[src/core/flash_protect_pkg.sv]
/*
 * Constants and types for the flash program/erase protection block:
 * register offsets, field positions, reset values, block layout, overlay
 * window geometry, synchroniser layout, mode encoding and the state record.
 * Assumes an 8-bit register port and a byte-addressed flash of 256 KB.
 */
package flash_protect_pkg;

    localparam int REG_AW = 8;
    localparam int REG_DW = 8;
    localparam int NUM_BLOCKS = 12;
    localparam int SEL_ONE_BLOCKS = 4;
    localparam int FLASH_AW = 18;
    localparam int OVL_AW = 10;
    localparam int MODE_PIN_W = 4;

    // register offsets
    localparam logic [REG_AW-1:0] OFS_CTL_ONE = 8'h00;
    localparam logic [REG_AW-1:0] OFS_CTL_TWO = 8'h01;
    localparam logic [REG_AW-1:0] OFS_SEL_ONE = 8'h02;
    localparam logic [REG_AW-1:0] OFS_SEL_TWO = 8'h03;
    localparam logic [REG_AW-1:0] OFS_OVL_CTL = 8'h04;
    localparam logic [REG_AW-1:0] OFS_STATUS = 8'h05;

    // flash_control_one / flash_control_two fields
    localparam int BIT_START_P = 0;
    localparam int BIT_START_E = 1;
    localparam int BIT_VERIFY_P = 2;
    localparam int BIT_VERIFY_E = 3;
    localparam int BIT_SWE = 6;
    localparam int BIT_PIN_WE = 7;
    localparam int BIT_ERR = 7;

    // ram_overlay_control fields
    localparam int BIT_OVL_LO = 0;
    localparam int BIT_OVL_HI = 1;
    localparam int BIT_OVL_SEL = 3;

    // status fields
    localparam int BIT_ST_PROG = 0;
    localparam int BIT_ST_ERASE = 1;
    localparam int BIT_ST_PVER = 2;
    localparam int BIT_ST_EVER = 3;
    localparam int BIT_ST_ERR = 4;
    localparam int BIT_ST_PGMR = 5;
    localparam int BIT_ST_WP = 6;
    localparam int BIT_ST_OVL = 7;

    localparam logic [REG_DW-1:0] REG_RESET = 8'h00;
    localparam logic [REG_DW-1:0] READ_ZERO = 8'h00;

    localparam logic [MODE_PIN_W-1:0] PROGRAMMER_CODE = 4'hD;

    // overlay window: area code 01 lands on flash_block_eight
    localparam logic [1:0] OVL_CODE_BLOCK_EIGHT = 2'h1;
    localparam logic [FLASH_AW-1:0] OVL_BASE_BLOCK_EIGHT = 18'h3F000;

    // synchroniser layout: mode pins, write protect pin, standby_n pin
    localparam int SYNC_W = 6;
    localparam int SY_MODE = 0;
    localparam int SY_FWP = 4;
    localparam int SY_STBY_N = 5;
    localparam logic [SYNC_W-1:0] SYNC_RESET = 6'h20;

    typedef enum logic [4:0] {
        MODE_IDLE = 5'b00001,
        MODE_PROGRAM = 5'b00010,
        MODE_ERASE = 5'b00100,
        MODE_PVERIFY = 5'b01000,
        MODE_EVERIFY = 5'b10000
    } mode_t;

    typedef struct packed {
        logic [SYNC_W-1:0] sync1;
        logic [SYNC_W-1:0] sync2;
        logic [SYNC_W-1:0] sync3;
        logic [SYNC_W-1:0] filt;
        logic [REG_DW-1:0] ctl_one;
        logic [REG_DW-1:0] ctl_two;
        logic [REG_DW-1:0] sel_one;
        logic [REG_DW-1:0] sel_two;
        logic [REG_DW-1:0] ovl_ctl;
        logic err;
        mode_t mode;
        logic [NUM_BLOCKS-1:0] blk_en;
        logic [REG_DW-1:0] rdata;
        logic ovl_hit;
        logic [OVL_AW-1:0] ovl_off;
    } state_t;

endpackage

[src/core/flash_program_erase_protection.sv]
/*
 * Flash program/erase protection: control registers, erase block
 * selection, error protection, RAM overlay decode and programmer-mode
 * pin handling for an on-chip flash array.
 * Assumes the CPU reaches the registers over a plain strobe port on CLK,
 * that the error event inputs come from logic on CLK, and that the pins
 * FLASH_WRITE_PROTECT_PIN, MODE_SELECT_PINS and HW_STANDBY_N are asynchronous.
 */
`timescale 1ns/1ps

module flash_program_erase_protection (
    input wire logic CLK,
    input wire logic RESET_N,
    input wire logic [flash_protect_pkg::REG_AW-1:0] REG_ADDR,
    input wire logic [flash_protect_pkg::REG_DW-1:0] REG_WDATA,
    input wire logic REG_WR,
    input wire logic REG_RD,
    output logic [flash_protect_pkg::REG_DW-1:0] REG_RDATA,
    input wire logic FLASH_WRITE_PROTECT_PIN,
    input wire logic [flash_protect_pkg::MODE_PIN_W-1:0] MODE_SELECT_PINS,
    input wire logic HW_STANDBY_N,
    input wire logic FLASH_READ,
    input wire logic EXCEPTION_DONE,
    input wire logic SLEEP_EXEC,
    input wire logic BUS_RELEASE,
    input wire logic ACCESS_VALID,
    input wire logic [flash_protect_pkg::FLASH_AW-1:0] ACCESS_ADDR,
    output logic OVERLAY_HIT,
    output logic [flash_protect_pkg::OVL_AW-1:0] OVERLAY_RAM_OFFSET,
    output logic PROGRAM_MODE,
    output logic ERASE_MODE,
    output logic PROGRAM_VERIFY_MODE,
    output logic ERASE_VERIFY_MODE,
    output logic [flash_protect_pkg::NUM_BLOCKS-1:0] ERASE_BLOCK_ENABLE,
    output logic FLASH_ERROR_FLAG,
    output logic PROGRAMMER_MODE,
    output logic FLASH_WRITE_ENABLE
);
    import flash_protect_pkg::*;

    logic rst_meta_ff;
    logic rst_sync_ff;
    state_t s_ff;
    state_t nxt_s;

    // derived levels
    logic standby;
    logic programmer;
    logic write_protect;
    logic busy;
    logic err_event;
    logic allowed;
    logic prog_req;
    logic erase_req;
    logic pver_req;
    logic ever_req;
    logic [1:0] ovl_idx;
    logic [FLASH_AW-1:0] ovl_base;
    logic [NUM_BLOCKS-1:0] blk_sel;
    logic [REG_DW-1:0] status;
    logic [REG_DW-1:0] rd_mux;
    logic [1:0] ovl_code;
    logic busy_prog;
    logic busy_erase;
    logic ev_read;
    logic ev_exception;
    logic ev_sleep;
    logic ev_bus;
    logic swe_set;
    logic emu_protect;
    logic hw_protect;
    logic any_block_sel;
    logic verify_ok;
    logic prog_go;
    logic erase_go;
    logic pver_go;
    logic ever_go;
    logic [FLASH_AW-OVL_AW-1:0] win_tag;
    logic [FLASH_AW-OVL_AW-1:0] acc_tag;
    logic win_match;
    logic [REG_DW-1:0] ctl_one_view;
    logic [REG_DW-1:0] ctl_two_view;

    // pin inputs and their filtered views
    logic [SYNC_W-1:0] pin_in;
    logic [SYNC_W-1:0] filt_nxt;
    logic [MODE_PIN_W-1:0] mode_pins_f;
    logic fwp_f;
    logic stby_n_f;

    // per-register write strobes and masked write data
    logic wr_ctl_one;
    logic wr_ctl_two;
    logic wr_sel_one;
    logic wr_sel_two;
    logic wr_ovl_ctl;
    logic [REG_DW-1:0] ctl_one_wdata;
    logic [REG_DW-1:0] ctl_two_wdata;
    logic [REG_DW-1:0] ovl_wdata;

    // reset release through two flops
    always_ff @(posedge CLK or negedge RESET_N) begin
        if (!RESET_N) begin
            rst_meta_ff <= 1'b0;
            rst_sync_ff <= 1'b0;
        end else begin
            rst_meta_ff <= 1'b1;
            rst_sync_ff <= rst_meta_ff;
        end
    end

    // block index to selection bit: blocks 0..3 in sel_one, 4..11 in sel_two
    genvar gi;
    generate
        for (gi = 0; gi < NUM_BLOCKS; gi++) begin : g_blk
            if (gi < SEL_ONE_BLOCKS) begin : g_one
                assign blk_sel[gi] = s_ff.sel_one[gi];
            end else begin : g_two
                assign blk_sel[gi] = s_ff.sel_two[gi - SEL_ONE_BLOCKS];
            end
        end
    endgenerate

    // per-pin filter: a change counts once stages two and three agree
    genvar gf;
    generate
        for (gf = 0; gf < SYNC_W; gf++) begin : g_filt
            assign filt_nxt[gf] = (s_ff.sync2[gf] == s_ff.sync3[gf]) ? s_ff.sync3[gf]
                : s_ff.filt[gf];
        end
    endgenerate

    always_comb begin
        pin_in[SY_MODE +: MODE_PIN_W] = MODE_SELECT_PINS;
        pin_in[SY_FWP] = FLASH_WRITE_PROTECT_PIN;
        pin_in[SY_STBY_N] = HW_STANDBY_N;
        mode_pins_f = s_ff.filt[SY_MODE +: MODE_PIN_W];
        fwp_f = s_ff.filt[SY_FWP];
        stby_n_f = s_ff.filt[SY_STBY_N];
        standby = !stby_n_f;
        programmer = mode_pins_f == PROGRAMMER_CODE;
        // active-high enable in programmer mode, active-high protect otherwise
        write_protect = programmer ? !fwp_f : fwp_f;
        hw_protect = write_protect || standby;
        busy_prog = s_ff.mode == MODE_PROGRAM;
        busy_erase = s_ff.mode == MODE_ERASE;
        busy = busy_prog || busy_erase;
        ev_read = FLASH_READ;
        ev_exception = EXCEPTION_DONE;
        ev_sleep = SLEEP_EXEC;
        ev_bus = BUS_RELEASE;
        err_event = busy
            && (ev_read
            || ev_exception
            || ev_sleep
            || ev_bus);
        prog_req = s_ff.ctl_one[BIT_START_P] || s_ff.ctl_two[BIT_START_P];
        erase_req = s_ff.ctl_one[BIT_START_E] || s_ff.ctl_two[BIT_START_E];
        pver_req = s_ff.ctl_one[BIT_VERIFY_P] || s_ff.ctl_two[BIT_VERIFY_P];
        ever_req = s_ff.ctl_one[BIT_VERIFY_E] || s_ff.ctl_two[BIT_VERIFY_E];
        swe_set = s_ff.ctl_one[BIT_SWE];
        emu_protect = s_ff.ovl_ctl[BIT_OVL_SEL];
        any_block_sel = blk_sel != '0;
        verify_ok = !hw_protect;

        // overlay window decode
        ovl_code = {s_ff.ovl_ctl[BIT_OVL_HI], s_ff.ovl_ctl[BIT_OVL_LO]};
        ovl_idx = ovl_code - OVL_CODE_BLOCK_EIGHT;
        ovl_base = OVL_BASE_BLOCK_EIGHT + FLASH_AW'({ovl_idx, {OVL_AW{1'b0}}});
        win_tag = ovl_base[FLASH_AW-1:OVL_AW];
        acc_tag = ACCESS_ADDR[FLASH_AW-1:OVL_AW];
        win_match = ACCESS_VALID && emu_protect && (acc_tag == win_tag);

        // write data with hardware-owned bits masked off
        wr_ctl_one = REG_WR && (REG_ADDR == OFS_CTL_ONE);
        wr_ctl_two = REG_WR && (REG_ADDR == OFS_CTL_TWO);
        wr_sel_one = REG_WR && (REG_ADDR == OFS_SEL_ONE);
        wr_sel_two = REG_WR && (REG_ADDR == OFS_SEL_TWO);
        wr_ovl_ctl = REG_WR && (REG_ADDR == OFS_OVL_CTL);
        ctl_one_wdata = REG_WDATA;
        ctl_one_wdata[BIT_PIN_WE] = 1'b0;
        ctl_two_wdata = REG_WDATA;
        ctl_two_wdata[BIT_ERR] = 1'b0;
        ctl_two_wdata[BIT_SWE] = 1'b0;
        ovl_wdata = READ_ZERO;
        ovl_wdata[BIT_OVL_SEL] = REG_WDATA[BIT_OVL_SEL];
        ovl_wdata[BIT_OVL_HI] = REG_WDATA[BIT_OVL_HI];
        ovl_wdata[BIT_OVL_LO] = REG_WDATA[BIT_OVL_LO];

        ctl_one_view = s_ff.ctl_one;
        ctl_one_view[BIT_PIN_WE] = !write_protect;
        ctl_two_view = s_ff.ctl_two;
        ctl_two_view[BIT_ERR] = s_ff.err;

        status = READ_ZERO;
        status[BIT_ST_PROG] = s_ff.mode == MODE_PROGRAM;
        status[BIT_ST_ERASE] = s_ff.mode == MODE_ERASE;
        status[BIT_ST_PVER] = s_ff.mode == MODE_PVERIFY;
        status[BIT_ST_EVER] = s_ff.mode == MODE_EVERIFY;
        status[BIT_ST_ERR] = s_ff.err;
        status[BIT_ST_PGMR] = programmer;
        status[BIT_ST_WP] = write_protect;
        status[BIT_ST_OVL] = s_ff.ovl_ctl[BIT_OVL_SEL];

        unique case (REG_ADDR)
            OFS_CTL_ONE: begin
                rd_mux = ctl_one_view;
            end
            OFS_CTL_TWO: begin
                rd_mux = ctl_two_view;
            end
            OFS_SEL_ONE: begin
                rd_mux = s_ff.sel_one;
            end
            OFS_SEL_TWO: begin
                rd_mux = s_ff.sel_two;
            end
            OFS_OVL_CTL: begin
                rd_mux = s_ff.ovl_ctl;
            end
            OFS_STATUS: begin
                rd_mux = status;
            end
            default: begin
                rd_mux = READ_ZERO;
            end
        endcase
    end

    always_comb begin
        nxt_s = s_ff;

        // pin synchronisers: a change counts once stages two and three agree
        nxt_s.sync1 = pin_in;
        nxt_s.sync2 = s_ff.sync1;
        nxt_s.sync3 = s_ff.sync2;
        nxt_s.filt = filt_nxt;

        // register writes; hardware-owned bits never take software data
        if (wr_ctl_one) begin
            nxt_s.ctl_one = ctl_one_wdata;
        end
        if (wr_ctl_two) begin
            nxt_s.ctl_two = ctl_two_wdata;
        end
        if (wr_sel_one) begin
            nxt_s.sel_one = REG_WDATA;
        end
        if (wr_sel_two) begin
            nxt_s.sel_two = REG_WDATA;
        end
        if (wr_ovl_ctl) begin
            nxt_s.ovl_ctl = ovl_wdata;
        end

        // pin or standby protection initialises the control set
        if (write_protect || standby) begin
            nxt_s.ctl_one = REG_RESET;
            nxt_s.ctl_two = REG_RESET;
            nxt_s.sel_one = REG_RESET;
            nxt_s.sel_two = REG_RESET;
        end

        // error flag: set by events, cleared only by standby (reset elsewhere)
        if (standby) begin
            nxt_s.err = 1'b0;
        end
        if (err_event) begin
            nxt_s.err = 1'b1;
        end

        // entry qualification; registers are kept on error
        allowed = swe_set
            && !emu_protect
            && !nxt_s.err
            && !hw_protect;

        // go terms for each mode, program first
        prog_go = allowed && prog_req;
        erase_go = allowed && erase_req && any_block_sel;
        pver_go = pver_req && verify_ok;
        ever_go = ever_req && verify_ok;
        if (prog_go) begin
            nxt_s.mode = MODE_PROGRAM;
        end else if (erase_go) begin
            nxt_s.mode = MODE_ERASE;
        end else if (pver_go) begin
            nxt_s.mode = MODE_PVERIFY;
        end else if (ever_go) begin
            nxt_s.mode = MODE_EVERIFY;
        end else begin
            nxt_s.mode = MODE_IDLE;
        end

        if (nxt_s.mode == MODE_ERASE) begin
            nxt_s.blk_en = blk_sel;
        end else begin
            nxt_s.blk_en = '0;
        end

        // read data stands in the cycle after the strobe only
        if (REG_RD) begin
            nxt_s.rdata = rd_mux;
        end else begin
            nxt_s.rdata = READ_ZERO;
        end

        // overlay: flash addresses inside the window reach the RAM copy
        nxt_s.ovl_hit = win_match;
        nxt_s.ovl_off = ACCESS_ADDR[OVL_AW-1:0];
    end

    always_ff @(posedge CLK or negedge rst_sync_ff) begin
        if (!rst_sync_ff) begin
            s_ff <= '{
                sync1: SYNC_RESET,
                sync2: SYNC_RESET,
                sync3: SYNC_RESET,
                filt: SYNC_RESET,
                ctl_one: REG_RESET,
                ctl_two: REG_RESET,
                sel_one: REG_RESET,
                sel_two: REG_RESET,
                ovl_ctl: REG_RESET,
                err: 1'b0,
                mode: MODE_IDLE,
                blk_en: '0,
                rdata: READ_ZERO,
                ovl_hit: 1'b0,
                ovl_off: '0
            };
        end else begin
            s_ff <= nxt_s;
        end
    end

    assign REG_RDATA = s_ff.rdata;
    assign OVERLAY_HIT = s_ff.ovl_hit;
    assign OVERLAY_RAM_OFFSET = s_ff.ovl_off;
    assign PROGRAM_MODE = s_ff.mode == MODE_PROGRAM;
    assign ERASE_MODE = s_ff.mode == MODE_ERASE;
    assign PROGRAM_VERIFY_MODE = s_ff.mode == MODE_PVERIFY;
    assign ERASE_VERIFY_MODE = s_ff.mode == MODE_EVERIFY;
    assign ERASE_BLOCK_ENABLE = s_ff.blk_en;
    assign FLASH_ERROR_FLAG = s_ff.err;
    assign PROGRAMMER_MODE = programmer;
    assign FLASH_WRITE_ENABLE = !write_protect;

endmodule // flash_program_erase_protection

[config.mk]
export PLATFORM = sky130hd
export DESIGN_NAME = flash_program_erase_protection
export DESIGN_NICKNAME = d
export VERILOG_FILES = /design/src/core/flash_protect_pkg.sv /design/src/core/flash_program_erase_protection.sv
export SDC_FILE = /design/constraint.sdc
export NUM_CORES = 1
export LEC_CHECK = 0
export BUFFER_PORTS_ARGS = -buffer_cell sky130_fd_sc_hd__buf_2
export CELL_PAD_IN_SITES_DETAIL_PLACEMENT = 0
export CELL_PAD_IN_SITES_GLOBAL_PLACEMENT = 1
export CORE_MARGIN = 4
export CORE_UTILIZATION = 40
export CTS_BUF_LIST = sky130_fd_sc_hd__clkbuf_4 sky130_fd_sc_hd__clkbuf_8
export DETAILED_ROUTE_END_ITERATION = 8
export PLACE_DENSITY = 0.85
export SLEW_MARGIN = 20
export SYNTH_ARGS = -nofsm -noshare
export SYNTH_HDL_FRONTEND = slang
export SYNTH_SLANG_ARGS = --single-unit
[constraint.sdc]
create_clock -name CLK -period 3.2 [get_ports CLK]
set_clock_uncertainty 0.1 [all_clocks]
set_input_delay 0.64 -clock CLK [delete_from_list [all_inputs] [get_ports CLK]]
set_output_delay 0.64 -clock CLK [all_outputs]
set_load 0.05 [all_outputs]
[After elaboration in Yosys (flattened, before gate mapping)]
Index checks and enable logic that the tools add are counted.
Storage, ports and cells
  memory bits (read-only): 0
  RAM bits: 0
  flip-flop bits (word level): 96
  memories kept: 0
  logic and storage cells: 94
  output and inout bits: 38
  latch bits: 0
Operators by class
  equal/unequal tests: 18
  shift-type cells: 0
  bitwise gates (word level): 0
  reduce and logical (&&, ||, !) cells: 37
  multipliers: 0
  magnitude comparators: 0
  add/sub/neg operators: 2
  mux-type cells: 15
  div/mod/pow operators: 0
Operators by type and width (number)
  8-bit case mux with 6 select lines: 1
  8-bit two-way mux: 4
  31-bit two-way mux: 1
  5-bit two-way mux: 4
  8-bit by 2-bit == test with 1-bit output (second input constant): 2
  8-bit by 3-bit == test with 1-bit output (second input constant): 2
  1-bit logical AND: 16
  13-bit by 13-bit adder with 14-bit output (first input constant): 1
  12-bit two-way mux: 1
  12-bit nonzero test: 1
  5-bit by 3-bit == test with 1-bit output (second input constant): 2
  1-bit logical OR: 9
  8-bit by 1-bit == test with 1-bit output (second input constant): 1
  8-bit == test: 1
  8-bit logical NOT: 1
  2-bit nonzero test: 4
  7-bit two-way mux: 1
  1-bit == test: 6
  1-bit logical NOT: 6
  5-bit by 2-bit == test with 1-bit output (second input constant): 1
  5-bit by 4-bit == test with 1-bit output (second input constant): 1
  5-bit == test (second input constant): 1
  4-bit == test (second input constant): 1
  1-bit two-way mux: 3
  2-bit by 1-bit subtractor with 2-bit output (second input constant): 1

[Depth between registers and ports, before layout]
  depth after elaboration: 14
  mapped depth: 6
  gate-level depth less buffers: 5

[Worst setup path before layout]
Ideal clock, no wire load.
  path kind: reg-to-output
  from: reg s_ff[35] (netlist name)
  to: out PROGRAM_MODE
  arrival: 2034 ps
  data required time: 2460 ps
  buffers on the path: 1
  slack: 426 ps
  cell stages (with the launch flop): 4
  cells stage by stage: dfrtp_1 > or3_1 > clkbuf_1 > nor3b_1
On the way
  word-level cells in the longest chain between the ends: 1
Ends and longest elaborated chain
  start, declared: RTL line flash_program_erase_protection.sv:43  | state_t s_ff;
  start signal, assigned: RTL line flash_program_erase_protection.sv:315  | s_ff <= '{
  start signal, assigned: RTL line flash_program_erase_protection.sv:333  | s_ff <= nxt_s;
  5-bit by 2-bit == test with 1-bit output: RTL line flash_program_erase_protection.sv:340  | assign PROGRAM_MODE = s_ff.mode == MODE_PROGRAM;
  end, declared: RTL line flash_program_erase_protection.sv:30  | output logic PROGRAM_MODE,
No other way between the ends.

[Worst setup path after layout]
  from: reg s_ff (netlist bit mode_pins_f[1])
  to: out FLASH_WRITE_ENABLE
On the way
  word-level cells in the longest chain between the ends: 3
Ends and longest elaborated chain
  4-bit == test: RTL line flash_program_erase_protection.sv:141  | programmer = mode_pins_f == PROGRAMMER_CODE;
  1-bit two-way mux: RTL line flash_program_erase_protection.sv:143  | write_protect = programmer ? !fwp_f : fwp_f;
  1-bit logical NOT: RTL line flash_program_erase_protection.sv:347  | assign FLASH_WRITE_ENABLE = !write_protect;
  end, declared: RTL line flash_program_erase_protection.sv:37  | output logic FLASH_WRITE_ENABLE
No other way between the ends.

==> results.py <==
metrics = {
    "timing": {
        "setup_tns_ns": 0,
        "fin_crit_ns": 2.66,
        "slew_violations": 0,
        "worst_pin_slew_ns": 0.750,
        "slew_headroom_pct": 48.7,
        "setup_viol": 0,
        "fin_crit_sh_pct": 83.2,
        "rsz0062_at_grt": "false",
        "max_freq_mhz": 376,
        "hold_violations": 0,
    },
    "clocking": {
        "root_buffer": "clkbuf_8",
        "cts_resized": 0,
        "cts_buffers": 9,
        "cts_tree": "built",
        "clock-sinks": 95,
        "cts.clk_slew.worst_paths_ns": 0.10,
        "cts.path.max_buffers": 2,
        "cts_setup_buffers": 0,
        "cts-hold-fix-buffers": 1,
        "htree_levels": 3,
        "clk_latency_ns": 0.36,
    },
    "run_status": {
        "status": "finished, final reports clean",
    },
    "die": {
        "die_y_um": 109,
        "dieArea_um2": 11900,
        "num_rows": 36,
        "die-width_um": 109,
        "pin_count": 87,
        "core_area_um2": 9860,
        "initial_core_util_pct": 41.4,
    },
    "synthesis": {
        "ys_seq_area_share_pct": 58.4,
        "synth_edf_count": 0,
        "ys_ff_latch": 95,
        "postSynthAreaPerCell_um2": 12.8,
        "netlist_area_um2": 4080,
        "async_reset_ff_share_pct": 100,
        "yosysUniqueCellTypes": 48,
        "synth_flop_cell": "dfrtp_1",
        "syn_nets": 369,
        "yosysWarningCount": 0,
        "syn_inst": 320,
    },
    "critical_path": {
        "cp.required_ns": 2.46,
        "arrival_ns": 1.92,
        "crit_slowest_cell": "xnor2_1",
        "path_class": "flop to output pin",
        "reg2reg_slack_ns": 0.79,
        "reg2regPathDepth": 6,
        "endpoint": "FLASH_WRITE_ENABLE",
        "worstPathCellList": "nand4b_1 -> xnor2_1 -> inv_1 -> buf_2",
        "slowest_delay_ns": 0.43,
        "end_kind": "output pin",
        "cp_max_fo": 4,
        "r2r_end": "s_ff[34]$_DFF_PN0_",
        "startpoint": "mode_pins_f[1]$_DFFE_PN0N_",
        "rr_startpoint": "mode_pins_f[1]$_DFFE_PN0N_",
        "start_kind": "flop",
    },
    "placed_design": {
        "port_buffers": 86,
        "dp_cells": 503,
        "post-dp-hpwl_um": 5820,
        "place.gp.congestion": 0.785,
    },
    "power": {
        "swShare_pct": 26.6,
        "switching_power_mw": 0.582,
        "seqPwrFrac_pct": 57.2,
        "p_int_mw": 1.61,
        "pwr-share-clk_pct": 34.5,
        "power_frac_comb_pct": 8.3,
        "power_density_nw_per_um2": 467,
        "ir_drop_v": 0.000228,
        "p_leak_nw": 2.12,
    },
    "route": {
        "via_per_inst": 4.88,
        "ant_nets": 0,
        "routedWlPerCell_um": 16.0,
        "wl_um": 8330,
        "drt_first_pass_iters": 4,
        "dr_total_vias": 2544,
        "drt-initial-drc-count": 91,
        "drc_errors": 0,
    },
    "final_layout": {
        "post-route-util_pct": 47.6,
        "stdcell_count": 521,
        "layout.nets": 432,
        "layout-drive-gt1-share_pct": 38.9,
        "syn2layout_area_growth_pct": 14.9,
        "antenna_cells": 0,
    },
    "global_routing": {
        "grt_max_degree": 91,
        "antenna_found_initial": 1,
        "grt-ovfl-total": 0,
        "grt_pass1_vias": 2608,
        "grt_pass1_wl_um": 13500,
        "grt_use_total_pct": 14.8,
    },
    "run": {
        "cap_violations": 0,
    },
    "hold_path": {
        "hold_path_class": "flop to asynchronous set/reset pin",
    },
}
power groups by stage:
stage	sequential, mW	clock [mW]	combinational [mW]
2_1_floorplan	1.28	0	0.107
3_3_place_gp	1.29	0	0.162
3_5_place_dp	1.29	0	0.165
4_1_cts	1.27	0.789	0.166
5_1_grt	1.26	0.835	0.196
6_report	1.25	0.757	0.181
cells by family after synthesis:
kind of cell    share of synthesized area (%)
other cells                            0.0918
simple gates                             16.3
xor+xnor                                0.643
buf+inv                                  7.26
mux                                      11.5
compound gates                           4.38
flops                                    58.4
fa+ha+maj                                1.47
critical path, delay by kind of cell, from the launching register on:
kind                   cells  cell delay, ns
XOR/XNOR                   1            0.43
buffers and inverters      2            0.45
flip-flops                 1            0.39
AND/OR/NAND/NOR            1            0.30
layout make-up:
| class | count | area, um2 |
|---|---|---|
| Clock buffer | 10 | 138 |
| Multi-Input combinational cell | 178 | 1400 |
| Inverter | 5 | 18.8 |
| Sequential cell | 95 | 2390 |
| Clock inverter | 6 | 51.3 |
| Fill cell | 894 | 5170 |
| Tap cell | 133 | 166 |
| Timing Repair Buffer | 94 | 526 |
cell usage in the layout, fill, tap and decap left out, types with 4 or more instances in the layout:
cell type  netlist  layout
nor2_2          16      16
nor2b_1          5       5
nor3b_1          5       5
and2_1          12      12
a21oi_1          5       5
mux2i_1         30      30
nor4_4           4       4
nand2_1          7       7
mux2_2           7       7
nor3_1           7       7
mux4_2           4       4
clkbuf_8         0      10
maj3_1           6       6
dfstp_2          5       5
inv_1            5       5
dfrtp_1         90      89
nor2_1          22      22
buf_4           30       5
buf_2            0      86
sequential cells by signal, indices dropped and copies added (netlist names), 2 cells and up:
name	cells
ctl_two_view	6
nxt_s	12
ovl_code	2
OVERLAY_RAM_OFFSET	10
ctl_one_view	7
blk_sel	12
ERASE_BLOCK_ENABLE	12
REG_RDATA	8
s_ff	16
mode_pins_f	4
synth_stat cells, types with 3 or more instances:
library cell / number / area share [%]
dfrtp_1: 90 / 55
buf_4: 30 / 5.5
mux2i_1: 30 / 7.4
nor2_1: 22 / 2.0
nor2_2: 16 / 2.5
and2_1: 12 / 1.8
clkbuf_1: 7 / 0.64
mux2_2: 7 / 1.9
nand2_1: 7 / 0.64
nor3_1: 7 / 0.86
maj3_1: 6 / 1.5
a21oi_1: 5 / 0.61
dfstp_2: 5 / 3.2
inv_1: 5 / 0.46
nor2b_1: 5 / 0.77
nor3b_1: 5 / 0.92
buf_1: 4 / 0.37
mux4_2: 4 / 2.2
nor4_4: 4 / 2.1
nor4_1: 3 / 0.46
nor4b_1: 3 / 0.64
o21ai_0: 3 / 0.37
o31ai_1: 3 / 0.55
or4_1: 3 / 0.55
xnor2_1: 3 / 0.64
worst min-delay path by stage:
stage	from	end	slack [ns]	cells after the start
6_report	rst_sync_ff$_DFF_PN0_	nxt_s[83]$_DFF_PN0_	0.20	0
5_1_grt	MODE_SELECT_PINS[0]	nxt_s[89]$_DFF_PN0_	0.24	1
4_1_cts	MODE_SELECT_PINS[3]	nxt_s[92]$_DFF_PN0_	0.26	1
3_5_place_dp	nxt_s[90]$_DFF_PN0_	nxt_s[84]$_DFF_PN0_	0.23	0
3_3_place_gp	nxt_s[91]$_DFF_PN0_	nxt_s[85]$_DFF_PN0_	0.23	0
2_1_floorplan	nxt_s[89]$_DFF_PN0_	nxt_s[83]$_DFF_PN0_	0.23	0
metal layers:
metal / up-vias / global-route usage, % / routed length (um)
li1: 1212 / - / -
met1: 1242 / 20.4 / 3830
met2: 79 / 22.8 / 3820
met3: 9 / 4.62 / 600
met4: 2 / 3.97 / 79
met5: - / 0 / 7
metrics by stage:
stage | hold slack (ns) | worst slack [ns] | instance area [um2] | total power, mW
6_report | 0.197 | 0.537 | 4690 | 2.19
5_1_grt | 0.239 | 0.384 | 4690 | 2.29
4_1_cts | 0.255 | 0.478 | 4660 | 2.22
3_5_place_dp | 0.235 | 0.566 | 4460 | 1.46
3_3_place_gp | 0.232 | 0.612 | 4460 | 1.45
2_1_floorplan | 0.231 | 0.267 | 4080 | 1.39
Power figures use the tool's default switching activity.
